[src/bstp_pkg.sv]
/*
 * Package for the boundary-scan test port: instruction codes, register
 * lengths, identification field layout, controller states and carriers.
 * Assumes nothing of its surroundings.
 */
`default_nettype none
package bstp_pkg;
    // =========================================================
    // Register lengths
    localparam int IR_LEN      = 10;
    localparam int USER_LEN    = 32;
    localparam int USER_FREE   = 7;
    localparam int ID_LEN      = 32;
    localparam int BSR_LEN_DEF = 438;
    // =========================================================
    // Instruction encodings; all ones selects the bypass stage
    localparam logic [9:0] INS_EXTEST   = 10'h000;
    localparam logic [9:0] INS_SAMPLE   = 10'h055;
    localparam logic [9:0] INS_IDCODE   = 10'h059;
    localparam logic [9:0] INS_USERCODE = 10'h007;
    localparam logic [9:0] INS_CFG_LOAD = 10'h002;
    localparam logic [9:0] INS_CFG_DONE = 10'h003;
    localparam logic [9:0] INS_BYPASS   = 10'h3FF;
    // Fixed capture pattern of the instruction register
    localparam logic [9:0] IR_CAPTURE   = 10'h001;
    // =========================================================
    // Identification word fields (arbitrary neutral values)
    localparam logic [3:0]  ID_VERSION  = 4'h3;
    localparam logic [15:0] ID_PART     = 16'hA5C3;
    localparam logic [10:0] ID_MAKER    = 11'h2B4;
    localparam logic        ID_LSB      = 1'h1;
    // Fixed upper 25 bits of the user signature (arbitrary)
    localparam logic [24:0] USER_FIXED  = 25'h0ABCDEF;
    // =========================================================
    // Input synchroniser depth and power-up quiet count
    localparam int SYNC_STAGES  = 2;
    localparam int PWRUP_NS     = 1000;
    localparam int CLK_NS       = 25;
    localparam int PWRUP_CYC    = (PWRUP_NS + CLK_NS - 1) / CLK_NS;
    // =========================================================
    // Controller states
    typedef enum logic [3:0] {
        ST_RESET, ST_IDLE, ST_SEL_DR, ST_CAP_DR, ST_SH_DR, ST_EX1_DR,
        ST_PAU_DR, ST_EX2_DR, ST_UPD_DR, ST_SEL_IR, ST_CAP_IR, ST_SH_IR,
        ST_EX1_IR, ST_PAU_IR, ST_EX2_IR, ST_UPD_IR
    } bstp_state_type;
    // Test pins as sampled in the system clock domain
    typedef struct packed {
        logic tck;
        logic tms;
        logic tdi;
    } bstp_pins_type;
    // Configuration word handed to the loader
    typedef struct packed {
        logic       last;
        logic [7:0] data;
    } bstp_cfg_type;
endpackage
`default_nettype wire

[src/bstp_fifo.sv]
/*
 * Small valid/ready FIFO for configuration bytes.
 * Assumes one clock and a synchronous active-high reset.
 */
`timescale 1ns/10ps
`default_nettype none
module bstp_fifo #(
    parameter int WIDTH = 9,
    parameter int DEPTH = 8
) (
    // Clock and reset
    input  wire logic             clk_i,
    input  wire logic             sys_rst_i,
    // Fill side
    input  wire logic             in_valid_i,
    output logic                  in_ready_o,
    input  wire logic [WIDTH-1:0] in_data_i,
    // Drain side
    output logic                  out_valid_o,
    input  wire logic             out_ready_i,
    output logic      [WIDTH-1:0] out_data_o
);
    localparam int AW = $clog2(DEPTH);
    logic [WIDTH-1:0] mem [DEPTH];
    logic [AW:0]      wr_ptr;
    logic [AW:0]      rd_ptr;
    wire              push = in_valid_i && in_ready_o;
    wire              pop  = out_valid_o && out_ready_i;
    // Full when pointers differ only in the wrap bit.
    assign in_ready_o  = !((wr_ptr[AW] != rd_ptr[AW]) && (wr_ptr[AW-1:0] == rd_ptr[AW-1:0]));
    assign out_valid_o = (wr_ptr != rd_ptr);
    assign out_data_o  = mem[rd_ptr[AW-1:0]];
    // Pointer and storage update.
    always_ff @(posedge clk_i)
    begin
        if (sys_rst_i)
        begin
            wr_ptr <= '0;
            rd_ptr <= '0;
        end
        else
        begin
            if (push)
            begin
                mem[wr_ptr[AW-1:0]] <= in_data_i;
                wr_ptr <= wr_ptr + 1'b1;
            end
            if (pop)
                rd_ptr <= rd_ptr + 1'b1;
        end
    end
endmodule
`default_nettype wire

[src/bstp_port.sv]
/*
 * Boundary-scan test access port: sixteen-state controller, instruction
 * register, bypass, identification, user signature, boundary register and
 * configuration byte path into a FIFO.
 * Assumes the test pins arrive asynchronously and are oversampled by clk_i,
 * which must run well above twice the test clock rate.
 */
`timescale 1ns/10ps
`default_nettype none
// Overview of operation
// - Sample/preload captures pin levels into the boundary register while user logic runs, and holds a shifted pattern for later driving.
// - External test drives the boundary pattern onto output pins and captures input pin levels.
// - Bypass puts one stage between serial in and serial out.
// - The user signature instruction shifts the user signature out.
// - The identification instruction shifts the identification word out.
// - Configuration instructions let the host load configuration bytes over the test pins.
// - The instruction register is ten stages long.
// - The user signature is 32 bits, seven from the user design and twenty-five fixed.
// - The boundary register length is set per family member.
// - The identification word is version, part number, maker code and one final bit, msb first.
// - The lowest bit of the identification word is always one.
// - An open-drain pin pulls low when active and floats otherwise.
// - All outputs stay undriven during power-up.
module bstp_port
    import bstp_pkg::*;
#(
    parameter int NPINS   = 8,
    parameter int BSR_LEN = BSR_LEN_DEF
) (
    // Clock and reset
    input  wire logic             clk_i,
    input  wire logic             sys_rst_i,
    // Test pins
    input  wire logic             tck_i,
    input  wire logic             tms_i,
    input  wire logic             tdi_i,
    output logic                  tdo_o,
    output logic                  tdo_oe_n_o,
    // User design side
    input  wire logic [USER_FREE-1:0] user_sig_i,
    input  wire logic [NPINS-1:0] core_out_i,
    input  wire logic [NPINS-1:0] core_oe_i,
    input  wire logic [NPINS-1:0] od_mode_i,
    // Device pins
    input  wire logic [NPINS-1:0] pin_i,
    output logic      [NPINS-1:0] pin_o,
    output logic      [NPINS-1:0] pin_oe_n_o,
    // Configuration byte stream
    output logic                  cfg_valid_o,
    input  wire logic             cfg_ready_i,
    output bstp_cfg_type          cfg_data_o,
    output logic                  cfg_active_o
);
    // =========================================================
    // Input synchronisers
    logic [SYNC_STAGES-1:0] sync_tck, sync_tms, sync_tdi;
    logic [NPINS-1:0]       pin_m, pin_s;
    bstp_pins_type          pins;
    logic                   tck_prev;
    // Two flops per async input; only the second stage is read.
    always_ff @(posedge clk_i)
    begin
        sync_tck <= {sync_tck[0], tck_i};
        sync_tms <= {sync_tms[0], tms_i};
        sync_tdi <= {sync_tdi[0], tdi_i};
        pin_m    <= pin_i;
        pin_s    <= pin_m;
        tck_prev <= pins.tck;
    end
    assign pins = '{tck: sync_tck[1], tms: sync_tms[1], tdi: sync_tdi[1]};
    wire tck_rise = pins.tck && !tck_prev;
    wire tck_fall = !pins.tck && tck_prev;
    // =========================================================
    // Power-up quiet period
    logic [$clog2(PWRUP_CYC+1)-1:0] pwr_cnt;
    wire  powered = (pwr_cnt == PWRUP_CYC[$clog2(PWRUP_CYC+1)-1:0]);
    // Counts the quiet time after reset before any output drives.
    always_ff @(posedge clk_i)
    begin
        if (sys_rst_i)
            pwr_cnt <= '0;
        else if (!powered)
            pwr_cnt <= pwr_cnt + 1'b1;
    end
    // =========================================================
    // Controller
    bstp_state_type state, next_state;
    logic [2:0]     tms_ones;
    // Standard next-state table of the test access controller.
    always_comb
    begin
        unique case (state)
            ST_RESET:  next_state = pins.tms ? ST_RESET  : ST_IDLE;
            ST_IDLE:   next_state = pins.tms ? ST_SEL_DR : ST_IDLE;
            ST_SEL_DR: next_state = pins.tms ? ST_SEL_IR : ST_CAP_DR;
            ST_CAP_DR: next_state = pins.tms ? ST_EX1_DR : ST_SH_DR;
            ST_SH_DR:  next_state = pins.tms ? ST_EX1_DR : ST_SH_DR;
            ST_EX1_DR: next_state = pins.tms ? ST_UPD_DR : ST_PAU_DR;
            ST_PAU_DR: next_state = pins.tms ? ST_EX2_DR : ST_PAU_DR;
            ST_EX2_DR: next_state = pins.tms ? ST_UPD_DR : ST_SH_DR;
            ST_UPD_DR: next_state = pins.tms ? ST_SEL_DR : ST_IDLE;
            ST_SEL_IR: next_state = pins.tms ? ST_RESET  : ST_CAP_IR;
            ST_CAP_IR: next_state = pins.tms ? ST_EX1_IR : ST_SH_IR;
            ST_SH_IR:  next_state = pins.tms ? ST_EX1_IR : ST_SH_IR;
            ST_EX1_IR: next_state = pins.tms ? ST_UPD_IR : ST_PAU_IR;
            ST_PAU_IR: next_state = pins.tms ? ST_EX2_IR : ST_PAU_IR;
            ST_EX2_IR: next_state = pins.tms ? ST_UPD_IR : ST_SH_IR;
            ST_UPD_IR: next_state = pins.tms ? ST_SEL_DR : ST_IDLE;
        endcase
    end
    // State steps on each sampled rising test clock edge.
    always_ff @(posedge clk_i)
    begin
        if (sys_rst_i)
        begin
            state    <= ST_RESET;
            tms_ones <= '0;
        end
        else if (tck_rise)
        begin
            state    <= next_state;
            tms_ones <= pins.tms ? ((tms_ones == 3'h5) ? tms_ones : tms_ones + 3'h1) : 3'h0;
        end
    end
    // =========================================================
    // Instruction register and decode
    logic [IR_LEN-1:0] ir_sh, ir;
    wire sel_byp  = (ir == INS_BYPASS) || !(ir == INS_EXTEST || ir == INS_SAMPLE ||
                    ir == INS_IDCODE || ir == INS_USERCODE || ir == INS_CFG_LOAD ||
                    ir == INS_CFG_DONE);
    wire sel_bsr  = (ir == INS_EXTEST) || (ir == INS_SAMPLE);
    wire sel_id   = (ir == INS_IDCODE);
    wire sel_user = (ir == INS_USERCODE);
    wire sel_cfg  = (ir == INS_CFG_LOAD);
    // Ten-stage shift, updated on leaving update; reset selects the id word.
    always_ff @(posedge clk_i)
    begin
        if (sys_rst_i)
        begin
            ir_sh <= IR_CAPTURE;
            ir    <= INS_IDCODE;
        end
        else if (tck_rise)
        begin
            if (state == ST_RESET)
                ir <= INS_IDCODE;
            else if (state == ST_CAP_IR)
                ir_sh <= IR_CAPTURE;
            else if (state == ST_SH_IR)
                ir_sh <= {pins.tdi, ir_sh[IR_LEN-1:1]};
            else if (state == ST_UPD_IR)
                ir <= ir_sh;
        end
    end
    // =========================================================
    // Data registers
    localparam logic [ID_LEN-1:0] ID_WORD = {ID_VERSION, ID_PART, ID_MAKER, ID_LSB};
    logic [ID_LEN-1:0]   dr32;
    logic                byp;
    logic [BSR_LEN-1:0]  bsr_sh, bsr_upd;
    logic [7:0]          cfg_sh;
    logic [2:0]          cfg_bits;
    logic                cfg_push;
    wire                 cfg_ready;
    wire [USER_LEN-1:0]  user_word = {USER_FIXED, user_sig_i};
    // Capture value of the boundary cells: pins then output drives.
    wire [BSR_LEN-1:0]   bsr_cap;
    genvar g;
    generate
        for (g = 0; g < BSR_LEN; g++)
        begin : g_cap
            if (g < NPINS)
                assign bsr_cap[g] = pin_s[g];
            else if (g < 2*NPINS)
                assign bsr_cap[g] = core_out_i[g-NPINS];
            else
                assign bsr_cap[g] = bsr_sh[g];
        end
    endgenerate
    // Capture, shift and update of the selected data register.
    always_ff @(posedge clk_i)
    begin
        if (sys_rst_i)
        begin
            dr32     <= '0;
            byp      <= 1'b0;
            bsr_sh   <= '0;
            bsr_upd  <= '0;
            cfg_sh   <= '0;
            cfg_bits <= '0;
            cfg_push <= 1'b0;
        end
        else
        begin
            if (cfg_push && cfg_ready)
                cfg_push <= 1'b0;
            if (tck_rise && state == ST_CAP_DR)
            begin
                byp  <= 1'b0;
                dr32 <= sel_id ? ID_WORD : user_word;
                if (sel_bsr)
                    bsr_sh <= bsr_cap;
                cfg_bits <= '0;
            end
            else if (tck_rise && state == ST_SH_DR)
            begin
                byp    <= pins.tdi;
                dr32   <= {pins.tdi, dr32[ID_LEN-1:1]};
                if (sel_bsr)
                    bsr_sh <= {pins.tdi, bsr_sh[BSR_LEN-1:1]};
                if (sel_cfg && cfg_ready)
                begin
                    cfg_sh   <= {pins.tdi, cfg_sh[7:1]};
                    cfg_bits <= cfg_bits + 3'h1;
                    cfg_push <= (cfg_bits == 3'h7);
                end
            end
            else if (tck_rise && state == ST_UPD_DR && sel_bsr)
                bsr_upd <= bsr_sh;
        end
    end
    // Configuration bytes queue toward the loader.
    bstp_fifo #(.WIDTH(9), .DEPTH(8)) u_fifo (
        .clk_i      (clk_i),
        .sys_rst_i  (sys_rst_i),
        .in_valid_i (cfg_push),
        .in_ready_o (cfg_ready),
        .in_data_i  ({1'b0, cfg_sh}),
        .out_valid_o(cfg_valid_o),
        .out_ready_i(cfg_ready_i),
        .out_data_o (cfg_data_o)
    );
    assign cfg_active_o = sel_cfg || (ir == INS_CFG_DONE);
    // =========================================================
    // Serial output on the falling test clock
    wire serial_bit = sel_byp  ? byp :
                      sel_bsr  ? bsr_sh[0] :
                      sel_cfg  ? 1'b0 : dr32[0];
    wire shifting   = (state == ST_SH_DR) || (state == ST_SH_IR);
    // Output changes only on the falling edge; the host reads it just before the next falling edge.
    always_ff @(posedge clk_i)
    begin
        if (sys_rst_i)
        begin
            tdo_o      <= 1'b0;
            tdo_oe_n_o <= 1'b1;
        end
        else if (tck_fall)
        begin
            tdo_o      <= (state == ST_SH_IR) ? ir_sh[0] : serial_bit;
            tdo_oe_n_o <= !(shifting && powered);
        end
    end
    // =========================================================
    // Pin drivers: external test takes the held pattern.
    wire           extest = (ir == INS_EXTEST);
    wire [NPINS-1:0] drv_val = extest ? bsr_upd[2*NPINS-1:NPINS] : core_out_i;
    wire [NPINS-1:0] drv_en  = extest ? {NPINS{1'b1}} : core_oe_i;
    // Open-drain pins only ever pull low; nothing drives before power-up.
    always_ff @(posedge clk_i)
    begin
        if (sys_rst_i)
        begin
            pin_o      <= '0;
            pin_oe_n_o <= '1;
        end
        else
        begin
            pin_o      <= drv_val & ~od_mode_i;
            pin_oe_n_o <= ~(drv_en & ~(od_mode_i & drv_val)) | {NPINS{!powered}};
        end
    end
    // =========================================================
    // Assertions
    property p_five_high;
        @(posedge clk_i) disable iff (sys_rst_i)
        (tms_ones == 3'h5) |-> (state == ST_RESET);
    endproperty
    a_five_high: assert property (p_five_high) else $error("five highs not in reset");
    property p_reset_id;
        @(posedge clk_i) disable iff (sys_rst_i)
        (state == ST_RESET && tck_rise) |=> (ir == INS_IDCODE);
    endproperty
    a_reset_id: assert property (p_reset_id) else $error("reset lost id select");
    property p_od_never_high;
        @(posedge clk_i) disable iff (sys_rst_i)
        1'b1 |=> ((pin_o & ~pin_oe_n_o & $past(od_mode_i)) == '0);
    endproperty
    a_od_never_high: assert property (p_od_never_high) else $error("open drain high");
    property p_quiet;
        @(posedge clk_i) disable iff (sys_rst_i)
        !powered |-> (pin_oe_n_o == '1) && tdo_oe_n_o;
    endproperty
    a_quiet: assert property (p_quiet) else $error("output driven in power-up");
    property p_id_lsb;
        @(posedge clk_i) disable iff (sys_rst_i)
        (tck_rise && state == ST_CAP_DR && sel_id) |=> (dr32[0] == 1'b1);
    endproperty
    a_id_lsb: assert property (p_id_lsb) else $error("id lsb not one");
    property p_bypass;
        @(posedge clk_i) disable iff (sys_rst_i)
        (tck_rise && state == ST_SH_DR && sel_byp) |=> (byp == $past(pins.tdi));
    endproperty
    a_bypass: assert property (p_bypass) else $error("bypass stage wrong");
    property p_user;
        @(posedge clk_i) disable iff (sys_rst_i)
        (tck_rise && state == ST_CAP_DR && sel_user)
            |=> (dr32[USER_FREE-1:0] == $past(user_sig_i));
    endproperty
    a_user: assert property (p_user) else $error("user signature wrong");
    property p_ir_upd;
        @(posedge clk_i) disable iff (sys_rst_i)
        (tck_rise && state == ST_UPD_IR) |=> (ir == $past(ir_sh));
    endproperty
    a_ir_upd: assert property (p_ir_upd) else $error("instruction not updated");
    property p_extest;
        @(posedge clk_i) disable iff (sys_rst_i)
        (extest && powered && od_mode_i == '0) |=> (pin_o == $past(bsr_upd[2*NPINS-1:NPINS]));
    endproperty
    a_extest: assert property (p_extest) else $error("extest pattern not driven");
    c_idcode: cover property (@(posedge clk_i) state == ST_SH_DR && sel_id);
    c_extest: cover property (@(posedge clk_i) extest && powered);
    c_cfg:    cover property (@(posedge clk_i) cfg_valid_o && cfg_ready_i);
endmodule
`default_nettype wire

[config.mk]
export PLATFORM = sky130hd
export DESIGN_NAME = bstp_port
export DESIGN_NICKNAME = d
export VERILOG_FILES = /design/src/bstp_pkg.sv /design/src/bstp_fifo.sv /design/src/bstp_port.sv
export SDC_FILE = /design/constraint.sdc
export NUM_CORES = 1
export LEC_CHECK = 0
export BUFFER_PORTS_ARGS = -buffer_cell sky130_fd_sc_hd__buf_2
export CORE_ASPECT_RATIO = 1.1
export CORE_MARGIN = 2
export CORE_UTILIZATION = 50
export CTS_CLUSTER_DIAMETER = 80
export DETAILED_ROUTE_END_ITERATION = 6
export HOLD_SLACK_MARGIN = 0.02
export PLACE_DENSITY_LB_ADDON = 0.05
export SLEW_MARGIN = 5
export SYNTH_ARGS = -nofsm -noshare
export SYNTH_HDL_FRONTEND = slang
export SYNTH_SLANG_ARGS = --single-unit
[constraint.sdc]
create_clock -name clk_i -period 2.8 [get_ports clk_i]
set_clock_uncertainty 0.05 [all_clocks]
set_input_delay 0.28 -clock clk_i [delete_from_list [all_inputs] [get_ports clk_i]]
set_output_delay 0.28 -clock clk_i [all_outputs]
set_load 0.01 [all_outputs]
# [After elaboration in Yosys (flattened, before gate mapping)]
# Memory sizes are Yosys's and may differ from the RTL's. A register that Yosys moved wholly into a read port is not among the register bits.
# Index checks and enable logic that the tools add are counted.
[word_totals] ff_bits=578 mem_bits_rw=64 inputBits=45 output_inout_bits=29 elab_cells=151 n_memories=1
[op_classes] add_sub_neg=4 eq_ne=30 n_mux=41 bitwise=10 reduce_logical=41
[mem_list] name="u_fifo.mem" words=8 word_bits=8 rd=1 rd_ports_with_merged_regs=1 wr=1 line="bstp_fifo.sv:24" rtl="logic [WIDTH-1:0] mem [DEPTH];"
[ops] cell="2-to-1 mux 438 bit" n=3
[ops] cell="2-to-1 mux 32 bit" n=2
[ops] cell="2-to-1 mux 10 bit" n=6
[ops] cell="one-hot mux 4 bit (12 select lines)" n=1
[ops] cell="== test 4 bit (second input constant)" n=8
[ops] cell="2-to-1 mux 31 bit" n=1
[ops] cell="AND 8 bit" n=3
[ops] cell="inverter 8 bit" n=3
[ops] cell="== test 10 x 2 -> 1 bit (second input constant)" n=2
[ops] cell="== test 10 x 7 -> 1 bit (second input constant)" n=2
[ops] cell="== test 4 x 3 -> 1 bit (second input constant)" n=4
[ops] cell="2-to-1 mux 16 bit" n=1
[ops] cell="2-to-1 mux 4 bit" n=4
[ops] cell="2-to-1 mux 8 bit" n=2
[ops] cell="AND reduction 3 bit" n=5
[ops] cell="2-to-1 mux 1 bit" n=14
[ops] cell="2-to-1 mux 3 bit" n=4
[ops] cell="logical AND 1 bit" n=11
[ops] cell="== test 10 bit (second input constant)" n=1
[ops] cell="== test 10 x 3 -> 1 bit (second input constant)" n=1
[ops] cell="logical NOT 10 bit" n=1
[ops] cell="adder 4 x 1 -> 4 bit (second input constant)" n=2
[ops] cell="== test 4 x 2 -> 1 bit (second input constant)" n=2
[ops] cell="logical OR 1 bit" n=8
[ops] cell="19 further kinds" n=35

# [Longest topological paths before layout]
# Gate-level depths: netlist of run 1.
[depth] word_depth=10 mapped_depth=9

# [Modules after synthesis]
# From an unflattened synthesis of run 1, not the netlist that was laid out.
[unflattened] cells_unflattened=2709 hier_area_um2=24673.7
[by_module_without_submodules] mod="bstp_port" n_inst=1 cells_per_inst=2522 area_per_inst_um2=21245.4 seq_area_each_um2=11250.8
[by_module_without_submodules] mod="bstp_fifo" n_inst=1 cells_per_inst=187 area_per_inst_um2=3428.3 seq_area_each_um2=2382.3

# [Worst setup path before layout of run 1]
# OpenSTA, ideal clock, no wires.
[synth_timing] path_type="register -> register" startpoint="reg u_fifo.wr_ptr[1]" endpoint="mem u_fifo.mem[1][0] (netlist bit) (enable)" setup_time_ps=385 t_arrival_ps=2080 t_required_ps=2365 slack_ps=285 path_stages_with_launch=6 synth_period_minus_slack_ps=2515 path_cell_list="dfxtp_1 > clkbuf_1 > xor2_1 > o41ai_1 > or3_1 > nor3b_1"
[synth_between] elab_chain_cells=7
[synth_lines] element="from (decl)" line="bstp_fifo.sv:25" rtl="logic [AW:0] wr_ptr;"
[synth_lines] element="from (signal assigned)" line="bstp_fifo.sv:46" rtl="wr_ptr <= wr_ptr + 1'b1;"
[synth_lines] element="== test 3 bit" line="bstp_fifo.sv:30" rtl="assign in_ready_o = !((wr_ptr[AW] != rd_ptr[AW]) && (wr_ptr[AW-1:0] == rd_ptr[AW-1:0]));"
[synth_lines] element="logical AND 1 bit" line="bstp_fifo.sv:30"
[synth_lines] element="logical NOT 1 bit" line="bstp_fifo.sv:30"
[synth_lines] element="logical AND 1 bit" line="bstp_fifo.sv:27" rtl="wire push = in_valid_i && in_ready_o;"
[synth_lines] element="2-to-1 mux 1 bit" line="bstp_fifo.sv:43" rtl="if (push)"
[synth_lines] element="2-to-1 mux 1 bit" line="bstp_fifo.sv:36" rtl="if (sys_rst_i)"
[synth_lines] element="2-to-1 mux 1 bit (implied by the code)" line="bstp_fifo.sv:45" rtl="mem[wr_ptr[AW-1:0]] <= in_data_i;"
[synth_lines] element="to (decl)" line="bstp_fifo.sv:24"
# Several ways; a longest one is shown, not always the timed one.

# [Final worst setup path of run 1]
[layout_timing] startpoint="reg ir[0]" endpoint="reg pin_oe_n_o[5]"
[layout_between] elab_chain_cells=7
[layout_lines] element="from (decl)" line="bstp_port.sv:127" rtl="logic [IR_LEN-1:0] ir_sh, ir;"
[layout_lines] element="from (signal assigned)" line="bstp_port.sv:152" rtl="ir <= ir_sh;"
[layout_lines] element="logical NOT 10 bit *" line="bstp_port.sv:256" rtl="wire extest = (ir == INS_EXTEST);"
[layout_lines] element="2-to-1 mux 8 bit" line="bstp_port.sv:257" rtl="wire [NPINS-1:0] drv_val = extest ? bsr_upd[2*NPINS-1:NPINS] : core_out_i;"
[layout_lines] element="AND 8 bit" line="bstp_port.sv:270" rtl="pin_oe_n_o <= ~(drv_en & ~(od_mode_i & drv_val)) | {NPINS{!powered}};"
[layout_lines] element="inverter 8 bit" line="bstp_port.sv:270"
[layout_lines] element="AND 8 bit *" line="bstp_port.sv:270"
[layout_lines] element="inverter 8 bit *" line="bstp_port.sv:270"
[layout_lines] element="bitwise OR 8 bit *" line="bstp_port.sv:270"
[layout_lines] element="to (signal assigned)" line="bstp_port.sv:270"
[layout_lines] element="to (decl)" line="bstp_port.sv:47" rtl="output logic [NPINS-1:0] pin_oe_n_o,"
# Every way passes the cells marked *; elsewhere a longest branch is shown, timed or not.
# A chain may end at the register's enable or synchronous reset.

==> impl_metrics.py, run 1 <==
metrics = {
    "outcome": {
        "status": "finished clean",
    },
    "drt": {
        "num_vias": 16700,
        "wl_um": 42500,
        "route.layer.met1.wl_um": 19600,
        "drc_errors": 0,
        "via_per_inst": 5.17,
        "first_pass_iters": 5,
        "met3_length_um": 1900,
        "wl_met2_um": 20000,
        "drt-initial-drc-count": 902,
        "ant_nets": 0,
        "top_layer": "met4",
        "routedWlPerCell_um": 13.1,
    },
    "clock_tree": {
        "clockBufferDepth": 3,
        "htreeDepth": 3,
        "clk_latency_ns": 0.57,
        "cts_tree": "done",
        "ctsRootBufferMaster": "clkbuf_16",
        "cts.sinks": 637,
        "path_clk_slew_ns": 0.06,
        "ctsResizeCount": 0,
        "numCtsBuffers": 67,
    },
    "setup_path": {
        "crit_type": "register to register",
        "crit_path_max_incr_delay_ns": 0.58,
        "required_ns": 3.21,
        "cp_max_fo": 9,
        "cp_cell_sequence": "or4_4 > nor3_4 > mux2i_1 > o221ai_1 > dlygate4sd3_1",
        "r2r_slack_ns": 0.11,
        "cp_slowest_cell": "nor3_4",
        "reg2reg_depth": 5,
        "cp-start-kind": "register",
        "r2r_start": "ir[0]$_SDFFE_PP1P_",
        "end_kind": "register",
        "r2r-end": "pin_oe_n_o[5]$_SDFF_PP1_",
        "cp.arrival_ns": 3.10,
    },
    "placed_design": {
        "numPortBuffers": 72,
        "gp_congestion": 0.750,
        "dp.final_hpwl_um": 24200,
        "dp.cells": 3070,
        "dp_slack_ns": 0.330,
    },
    "power_and_ir_drop": {
        "switching_share": 0.201,
        "peakVddDrop_v": 0.000442,
        "p_sw_mw": 3.68,
        "p_leak_nw": 8.73,
        "cell_internal_pwr_mw": 14.6,
        "clockPowerShare": 0.477,
        "p_per_area_mw_per_mm2": 699,
        "p_total_mw": 18.3,
        "p_seq_frac": 0.507,
        "comb_power_share": 0.017,
    },
    "die": {
        "io_pins": 74,
        "chipWidth_um": 206,
        "rows": 81,
        "core_area_mm2": 0.0445,
        "die_area_mm2": 0.0468,
        "start_util": 0.507,
        "die_h_um": 227,
    },
    "synthesis": {
        "yosysMostFrequentCell": "nand2_1",
        "ys_ff_latch": 637,
        "ys_warn_count": 0,
        "synth_area_leaders": "dfxtp_1, nand2_1, a21oi_1",
        "synth_edf_count": 64,
        "synthDominantCellAreaShare": 0.509,
        "synth.avg_cell_area_um2": 8.84,
        "syn_nets": 2602,
        "synthFlopType": "dfxtp_1",
        "synthTopCellsByCount": "nand2_1, dfxtp_1, a21oi_1",
        "async_flop_share": 0,
        "ys_types": 56,
        "yosysSeqAreaShare": 0.594,
        "syn_area_mm2": 0.0225,
        "synth_cells": 2551,
        "synth_top_cell_by_area": "dfxtp_1",
    },
    "grt": {
        "groute.usage.overall": 0.184,
        "grt_overflow": 0,
        "antenna_found_initial": 2,
        "grt_pass1_vias": 15600,
        "grt_max_degree": 186,
        "grt_first_pass_wirelength_um": 71700,
    },
    "final_layout": {
        "area_growth_pct": 15.8,
        "nFillCells": 3931,
        "drive_gt1_frac": 0.0983,
        "final_nets": 2655,
        "utilization": 0.587,
        "layout.cells.non_filler": 3237,
    },
    "hold_path": {
        "hold_class": "primary input to register",
        "worstHoldStart": "cfg_ready_i",
        "hold_depth": 4,
    },
    "timing": {
        "setup-violations-final": 0,
        "fin_ws_ns": 0.109,
        "fin_tns_setup_ns": 0,
        "fin_crit_sh": 0.961,
        "report.final.slew_viol_count": 0,
        "hold_viol": 0,
        "rsz0062_at_grt": "no",
        "tightest_slew_ns": 0.783,
        "layout_min_cycle_time_ns": 2.69,
        "relSlewSlack": 0.478,
        "fmax_mhz": 372,
    },
    "run": {
        "maxCapViolations": 0,
    },
}
logic make-up after synthesis:
family / synth area share
AO/OA/AOI/OAI: 0.136
other: 0.000166
buffers and inverters: 0.0391
multiplexers: 0.0324
flip-flops: 0.594
AND/OR/NAND/NOR: 0.189
XOR/XNOR: 0.00622
adder cells (fa/ha/maj): 0.00333
worst max-delay path: cells and delay by family, from the launching register on:
| family | cells | cell delay [ns] |
|---|---|---|
| simple gates | 2 | 1.15 |
| mux | 1 | 0.31 |
| flops | 1 | 0.34 |
| compound gates | 1 | 0.15 |
| buf+inv | 1 | 0.58 |
stage by stage:
step                      cell area [µm²]  hold WS [ns]
after CTS                           26100         0.108
after floorplan                     22500         0.258
after global placement              23400         0.265
after global routing                26100         0.145
final                               26100         0.136
after detailed placement            23400         0.262
power groups by stage:
stage | clock, mW | combinational, mW | sequential [mW]
final | 8.70 | 0.310 | 9.25
after CTS | 8.97 | 0.309 | 9.25
after floorplan | 0 | 0.172 | 9.44
after global routing | 9.35 | 0.341 | 9.25
after detailed placement | 0 | 0.260 | 9.45
after global placement | 0 | 0.257 | 9.45
placed cells by master, fill, tap and decap left out, types with 6 or more instances in the layout:
cell           instances
nand2_1              900
clkbuf_16             71
o21ai_0               11
a22oi_1               27
edfxtp_1              64
xor2_1                 8
clkbuf_8              16
nor3b_1                8
mux2_2                 8
a311oi_1              16
inv_1                 17
buf_4                 38
buf_2                 71
nor3_1                27
nor2_1                91
clkbuf_1              15
buf_12                15
xnor2_1                8
a21oi_1              456
dlygate4sd3_1         46
o221ai_1               8
nand3_1               13
dfxtp_1              573
ha_1                   6
mux2i_1               28
clkinv_2               8
mux4_2                16
o22ai_1                7
registers in the layout, summed over array words and instances (netlist names), 2 cells and up, named ones only:
register / cells
bsr_sh: 438
bsr_upd: 8
cfg_bits: 3
cfg_sh: 8
dr32: 32
ir: 10
ir_sh: 10
pin_m: 8
pin_o: 8
pin_oe_n_o: 8
pin_s: 8
pwr_cnt: 6
state: 4
sync_tck: 2
sync_tdi: 2
sync_tms: 2
u_fifo.mem: 64
u_fifo.rd_ptr: 4
u_fifo.wr_ptr: 4
worst max-delay path by stage:
stage                                        from                    endpoint  slack [ns]  cells after the start
floorplan           u_fifo.wr_ptr[1]$_SDFFE_PP0N_  u_fifo.mem[1][0]$_DFFE_PP_        0.29                      5
global placement               ir[0]$_SDFFE_PP1P_    bsr_sh[148]$_SDFFE_PP0P_        0.35                      6
detailed placement             ir[0]$_SDFFE_PP1P_    bsr_sh[357]$_SDFFE_PP0P_        0.33                      7
CTS                            ir[0]$_SDFFE_PP1P_    pin_oe_n_o[5]$_SDFF_PP1_        0.11                      5
global route                   ir[0]$_SDFFE_PP1P_    pin_oe_n_o[5]$_SDFF_PP1_       0.003                      5
finish                         ir[0]$_SDFFE_PP1P_    pin_oe_n_o[5]$_SDFF_PP1_        0.11                      5
metal layers:
| metal | GRT usage | up-vias |
|---|---|---|
| met5 | 0 | - |
| met4 | 0.0714 | 0 |
| met3 | 0.0381 | 82 |
| met2 | 0.312 | 233 |
| met1 | 0.228 | 7841 |
| li1 | - | 8571 |
layout make-up:
type	count	area [µm²]	area share
Clock buffer	102	2050	0.0787
Inverter	17	63.8	0.00244
Sequential cell	637	13400	0.513
Clock inverter	18	153	0.00585
Multi-Input combinational cell	1710	8290	0.318
Timing Repair Buffer	171	1420	0.0543
Antenna cell	1	2.50	0.0000959
Tap cell	581	727	0.0278
timing repair:
action,in CTS,in global routing
hold endpoints to repair,69,0
endpoints found under the setup margin,0,0
hold buffers,46,0
buffers inserted,0,0
Power figures use the tool's default switching activity.
==> run 2, diff against run 1 <==
--- a/config.mk
+++ b/config.mk
@@ -5,6 +5,7 @@
 export SDC_FILE = /design/constraint.sdc
 export NUM_CORES = 1
 export LEC_CHECK = 0
+export ABC_AREA = 1
 export BUFFER_PORTS_ARGS = -buffer_cell sky130_fd_sc_hd__buf_2
 export CORE_ASPECT_RATIO = 1.1
 export CORE_MARGIN = 2
==> impl_metrics.py, run 2 <==
metrics = {
    "die": {
        "die_area_mm2": 0.0477,
        "rows": 82,
        "chipWidth_um": 208,
        "die_h_um": 229,
        "io_pins": 74,
        "start_util": 0.506,
        "core_area_mm2": 0.0455,
    },
    "setup_path": {
        "required_ns": 2.47,
        "cp.arrival_ns": 2.16,
        "cp-start-kind": "register",
        "crit_buf_inv": 2,
        "end_kind": "output port",
        "cp_slowest_cell": "clkinvlp_4",
        "cp_max_fo": 32,
        "crit_type": "register to output port",
        "path_delay_family": "buffers and inverters",
        "cp_cell_sequence": "clkinvlp_4 > o21ai_0 > o22ai_1 > nor2_1 > a31oi_1 > buf_2",
        "crit_path_max_incr_delay_ns": 0.42,
    },
    "grt": {
        "grt_pass1_vias": 16300,
        "antenna_found_initial": 2,
        "groute.usage.overall": 0.193,
        "grt_first_pass_wirelength_um": 78400,
        "grt_overflow": 0,
        "grt_max_degree": 267,
    },
    "power_and_ir_drop": {
        "p_per_area_mw_per_mm2": 709,
        "p_seq_frac": 0.502,
        "peakVddDrop_v": 0.000443,
        "p_total_mw": 18.5,
        "clockPowerShare": 0.471,
        "cell_internal_pwr_mw": 14.7,
        "p_leak_nw": 12.1,
        "comb_power_share": 0.028,
        "switching_share": 0.207,
        "p_sw_mw": 3.81,
    },
    "synthesis": {
        "synthDominantCellAreaShare": 0.499,
        "yosysSeqAreaShare": 0.583,
        "async_flop_share": 0,
        "synth_area_leaders": "dfxtp_1, nor2_1, o21ai_0",
        "synthTopCellsByCount": "nor2_1, dfxtp_1, o21ai_0",
        "synthFlopType": "dfxtp_1",
        "ys_ff_latch": 637,
        "synth-simple-area-share": 0.205,
        "synth.avg_cell_area_um2": 8.23,
        "yosysMostFrequentCell": "nor2_1",
        "synth_xor_area_frac": 0.00267,
        "synthAdderAreaFrac": 0.00327,
        "synth_compound_area_frac": 0.148,
        "synth_cells": 2794,
        "syn_area_mm2": 0.0230,
        "synthMuxAreaShare": 0,
        "synth_edf_count": 64,
        "synth_top_family_by_area": "simple AND/OR/NAND/NOR gates",
        "syn_nets": 2845,
        "ys_types": 41,
        "ys_warn_count": 0,
        "synth_top_cell_by_area": "dfxtp_1",
    },
    "timing": {
        "fmax_mhz": 402,
        "setup-violations-final": 0,
        "rsz0062_at_grt": "no",
        "layout_min_cycle_time_ns": 2.49,
        "fin_tns_setup_ns": 0,
        "report.final.slew_viol_count": 0,
        "relSlewSlack": 0.292,
        "tightest_slew_ns": 1.06,
        "hold_viol": 0,
        "fin_crit_sh": 0.889,
    },
    "clock_tree": {
        "ctsRootBufferMaster": "clkbuf_16",
        "cts_tree": "done",
        "htreeDepth": 3,
        "clk_latency_ns": 0.57,
        "clockBufferDepth": 3,
        "numCtsBuffers": 66,
        "path_clk_slew_ns": 0.06,
        "cts.sinks": 637,
    },
    "drt": {
        "routedWlPerCell_um": 13.2,
        "via_per_inst": 5.07,
        "drt-initial-drc-count": 1403,
        "ant_nets": 0,
        "drc_errors": 0,
        "first_pass_iters": 5,
        "wl_um": 45700,
        "num_vias": 17600,
    },
    "final_layout": {
        "utilization": 0.573,
        "layout_commonest_cell": "nor2_1",
        "mostFrequentLayoutCells": "nor2_1, dfxtp_1, o21ai_0",
        "largest_reg_flops": 438,
        "area_growth_pct": 13.3,
        "drive_gt1_frac": 0.0768,
        "largest-register": "bsr_sh",
        "final_nets": 2877,
    },
    "hold_path": {
        "hold_class": "primary input to register",
    },
    "placed_design": {
        "numPortBuffers": 72,
        "dp.final_hpwl_um": 24600,
        "gp_congestion": 0.870,
    },
    "outcome": {
        "status": "finished clean",
    },
    "run": {
        "maxCapViolations": 0,
    },
}
## run 2: power groups by stage
stage                     Clock, mW  Sequential (mW)  Combinational [mW]
after detailed placement          0             9.46               0.470
after floorplan                   0             9.45               0.299
final                          8.69             9.26               0.515
after global placement            0             9.46               0.465
after CTS                      8.97             9.26               0.518
after global routing           9.37             9.26               0.574
## run 2: logic make-up after synthesis
logic type	count (synthesis)
flops	637
other cells	1
compound gates	656
xor+xnor	7
fa+ha+maj	6
simple gates	1214
buf+inv	273
## run 2: worst reg2reg max path, cell delays in order (launching register included)
cell and delay [ns]:
dfxtp_1 0.33, inv_1 0.08, nor2_4 0.24, inv_2 0.14
nor2_4 0.16, inv_2 0.05, nand2_2 0.06, inv_2 0.16
nor2_4 0.55, o21ai_0 0.18, a31oi_1 0.17
## run 2: final timing paths
path                       startpoint                       end  slack (ns)  cells past startpoint
setup / recovery             register             cfg_data_o[4]        0.31                      6
hold / removal              sys_rst_i  bsr_sh[199]$_SDFFE_PP0P_        0.11                      4
setup reg to reg  sync_tck[1]$_DFF_P_   bsr_sh[11]$_SDFFE_PP0P_        0.55                     10
hold reg to reg   sync_tdi[0]$_DFF_P_       sync_tdi[1]$_DFF_P_        0.27                      0
## run 2: metal layers
metal  track usage  vias up  share of wire
li1              -     9137              -
met1         0.265     8056           0.49
met2         0.305      279           0.45
met3        0.0334       84          0.039
met4        0.0740        4          0.025
met5             0        -        0.00072
## run 2: timing repair
action	4_1_cts	5_1_grt
setup buffers	0	0
hold endpoints to repair	43	0
endpoints found under the setup margin	0	8
hold buffers	44	0
resized for setup	0	1
## run 2: cell type report
type                    count  area (µm²)
multi-input cells        1884        8250
clock buffers             101        2050
fillers                  4094       19400
flip-flops and latches    637       13400
inverters                  93         373
diodes                      1        2.50
well taps                 588         736
repair buffers            144        1110
clock inverters            17         139
## run 2: metrics by stage
stage          cell area [µm²]  hold slack, ns  std cells  setup slack, ns
2_1_floorplan            23000           0.258       2794            0.786
3_3_place_gp             23400           0.262       3302            0.635
3_5_place_dp             23400           0.262       3302            0.553
4_1_cts                  26100          0.0747       3464           0.0744
5_1_grt                  26100           0.102       3464          0.00889
6_report                 26100           0.106       3465            0.311
==> run 3, diff against run 2 <==
--- a/config.mk
+++ b/config.mk
@@ -6,12 +6,14 @@
 export NUM_CORES = 1
 export LEC_CHECK = 0
 export ABC_AREA = 1
-export BUFFER_PORTS_ARGS = -buffer_cell sky130_fd_sc_hd__buf_2
+export CELL_PAD_IN_SITES_DETAIL_PLACEMENT = 0
+export CELL_PAD_IN_SITES_GLOBAL_PLACEMENT = 2
 export CORE_ASPECT_RATIO = 1.1
 export CORE_MARGIN = 2
-export CORE_UTILIZATION = 50
+export CORE_UTILIZATION = 38
 export CTS_CLUSTER_DIAMETER = 80
 export DETAILED_ROUTE_END_ITERATION = 6
+export DONT_BUFFER_PORTS = 1
 export HOLD_SLACK_MARGIN = 0.02
 export PLACE_DENSITY_LB_ADDON = 0.05
 export SLEW_MARGIN = 5
==> impl_metrics.py, run 3 (synthesis results as in run 2) <==
metrics = {
    "hold_path": {
        "hold_depth": 4,
        "hold_class": "primary input to register",
    },
    "grt": {
        "groute.usage.overall": 0.158,
        "grt_overflow": 0,
        "grt_max_degree": 155,
        "antenna_found_initial": 2,
        "grt_pass1_vias": 16300,
        "grt_first_pass_wirelength_um": 82000,
    },
    "clock_tree": {
        "cts.sinks": 637,
        "clockBufferDepth": 3,
        "path_clk_slew_ns": 0.06,
        "clk_latency_ns": 0.59,
        "ctsRootBufferMaster": "clkbuf_16",
        "numCtsBuffers": 71,
        "htreeDepth": 3,
        "cts_setup_buffers": 0,
        "cts_tree": "done",
    },
    "final_layout": {
        "drive_gt1_frac": 0.0579,
        "fin_area_mm2": 0.0263,
        "nFillCells": 5980,
        "largest_reg_flops": 438,
        "layout_commonest_cell": "nor2_1",
        "mostFrequentLayoutCells": "nor2_1, dfxtp_1, o21ai_0",
        "area_growth_pct": 14.4,
        "layout.cells.non_filler": 3602,
        "largest-register": "bsr_sh",
        "final_nets": 2834,
    },
    "setup_path": {
        "r2r_start": "ir[5]$_SDFFE_PP0P_",
        "crit_path_max_incr_delay_ns": 0.47,
        "path_delay_family": "compound AO/OA/AOI/OAI gates",
        "crit_cells": 6,
        "end_kind": "output port",
        "cp-start-kind": "register",
        "cp_max_fo": 32,
        "r2r-end": "pin_oe_n_o[5]$_SDFF_PP1_",
        "reg2reg_depth": 11,
        "cp-endpoint": "cfg_data_o[2]",
        "required_ns": 2.47,
        "crit_type": "register to output port",
        "cp_cell_sequence": "inv_1 > buf_4 > o21ai_0 > o22ai_1 > nor2_1 > a31oi_1",
        "cp.arrival_ns": 2.21,
        "r2r_slack_ns": 0.33,
        "crit_buf_inv": 2,
        "cp_slowest_cell": "dfxtp_2",
    },
    "die": {
        "core_area_mm2": 0.0599,
        "start_util": 0.384,
        "rows": 94,
        "chipWidth_um": 239,
        "die_h_um": 262,
        "io_pins": 74,
        "die_area_mm2": 0.0625,
    },
    "power_and_ir_drop": {
        "p_leak_nw": 12.0,
        "peakVddDrop_v": 0.000407,
        "p_per_area_mw_per_mm2": 720,
    },
    "run": {
        "maxCapViolations": 0,
    },
    "drt": {
        "drc_errors": 0,
        "ant_nets": 0,
        "routedWlPerCell_um": 13.7,
        "via_per_inst": 4.82,
        "drt-initial-drc-count": 1033,
        "wl_um": 49300,
        "num_vias": 17400,
        "first_pass_iters": 5,
    },
    "outcome": {
        "status": "finished clean",
    },
    "timing": {
        "fin_tns_setup_ns": 0,
        "fin_ws_ns": 0.265,
        "hold_viol": 0,
        "layout_min_cycle_time_ns": 2.54,
        "report.final.slew_viol_count": 0,
        "relSlewSlack": 0.578,
        "setup-violations-final": 0,
        "rsz0062_at_grt": "no",
        "tightest_slew_ns": 0.633,
        "fin_crit_sh": 0.905,
        "fmax_mhz": 394,
    },
    "placed_design": {
        "gp_congestion": 0.769,
        "dp.cells": 3423,
        "dp_slack_ns": 0.555,
        "numPortBuffers": 0,
        "dp.final_hpwl_um": 26500,
        "placed_cell_area_mm2": 0.0234,
    },
}
## run 3: cell count changes in the layout (fill, tap and decap cells not counted), moves of 2 or more
cell / delta
buf_12: +3
clkinv_1: +5
bufinv_16: +4
dlygate4sd3_1: +10
clkinvlp_4: -2
buf_2: -72
buf_4: +10
## run 3: tightest hold or removal path, stage by stage
cell and delay (ns):
nand2_1 0.03, nand2_1 0.20, nand2_1 0.08, o211ai_1 0.06
## run 3: through the flow
| step | hold WS, ns | power (mW) | utilization |
|---|---|---|---|
| after floorplan | 0.258 | 9.75 | - |
| after global placement | 0.258 | 9.87 | 0.391 |
| after detailed placement | 0.258 | 9.87 | 0.391 |
| after CTS | 0.0229 | 19.3 | 0.439 |
| after global routing | 0.0733 | 19.7 | 0.439 |
| final | 0.0607 | 18.9 | 0.439 |
## run 3: layout make-up
class	instances	area, µm²	area share
Clock buffer	100	2040	0.0775
Antenna cell	1	2.50	0.0000952
Tap cell	768	961	0.0365
Multi-Input combinational cell	1884	8260	0.314
Clock inverter	23	256	0.00976
Sequential cell	637	13400	0.509
Inverter	93	369	0.0140
Timing Repair Buffer	96	1010	0.0385
## run 3: repair_timing
| item | in CTS | in global routing |
|---|---|---|
| endpoints found under the setup margin | 3 | 0 |
| gates resized for setup | 2 | 0 |
| hold buffers | 55 | 0 |
| endpoints found under the hold margin | 99 | 0 |
## run 3: worst min-delay path by stage
stage | start | to | slack, ns
floorplan | pin_i[0] | pin_m[0]$_DFF_P_ | 0.26
global placement | pin_i[3] | pin_m[3]$_DFF_P_ | 0.26
detailed placement | tck_i | sync_tck[0]$_DFF_P_ | 0.26
CTS | core_out_i[0] | pin_oe_n_o[0]$_SDFF_PP1_ | 0.02
global route | core_out_i[4] | pin_o[4]$_SDFF_PP0_ | 0.07
finish | core_out_i[0] | pin_oe_n_o[0]$_SDFF_PP1_ | 0.06
## run 3: layer usage
metal | track usage | vias to the layer above | wire length, µm
met5 | 0 | - | 27
met4 | 0.0587 | 4 | 1180
met3 | 0.0294 | 82 | 1790
met2 | 0.250 | 197 | 21200
met1 | 0.217 | 8029 | 25200
li1 | - | 9056 | -
## run 3: where the power goes
group	switching, mW	leakage (nW)	internal, mW
Clock	3.59	1.13	5.59
Sequential	0.0417	5.29	9.23
Combinational	0.311	5.59	0.164
Total	3.94	12.0	15.0
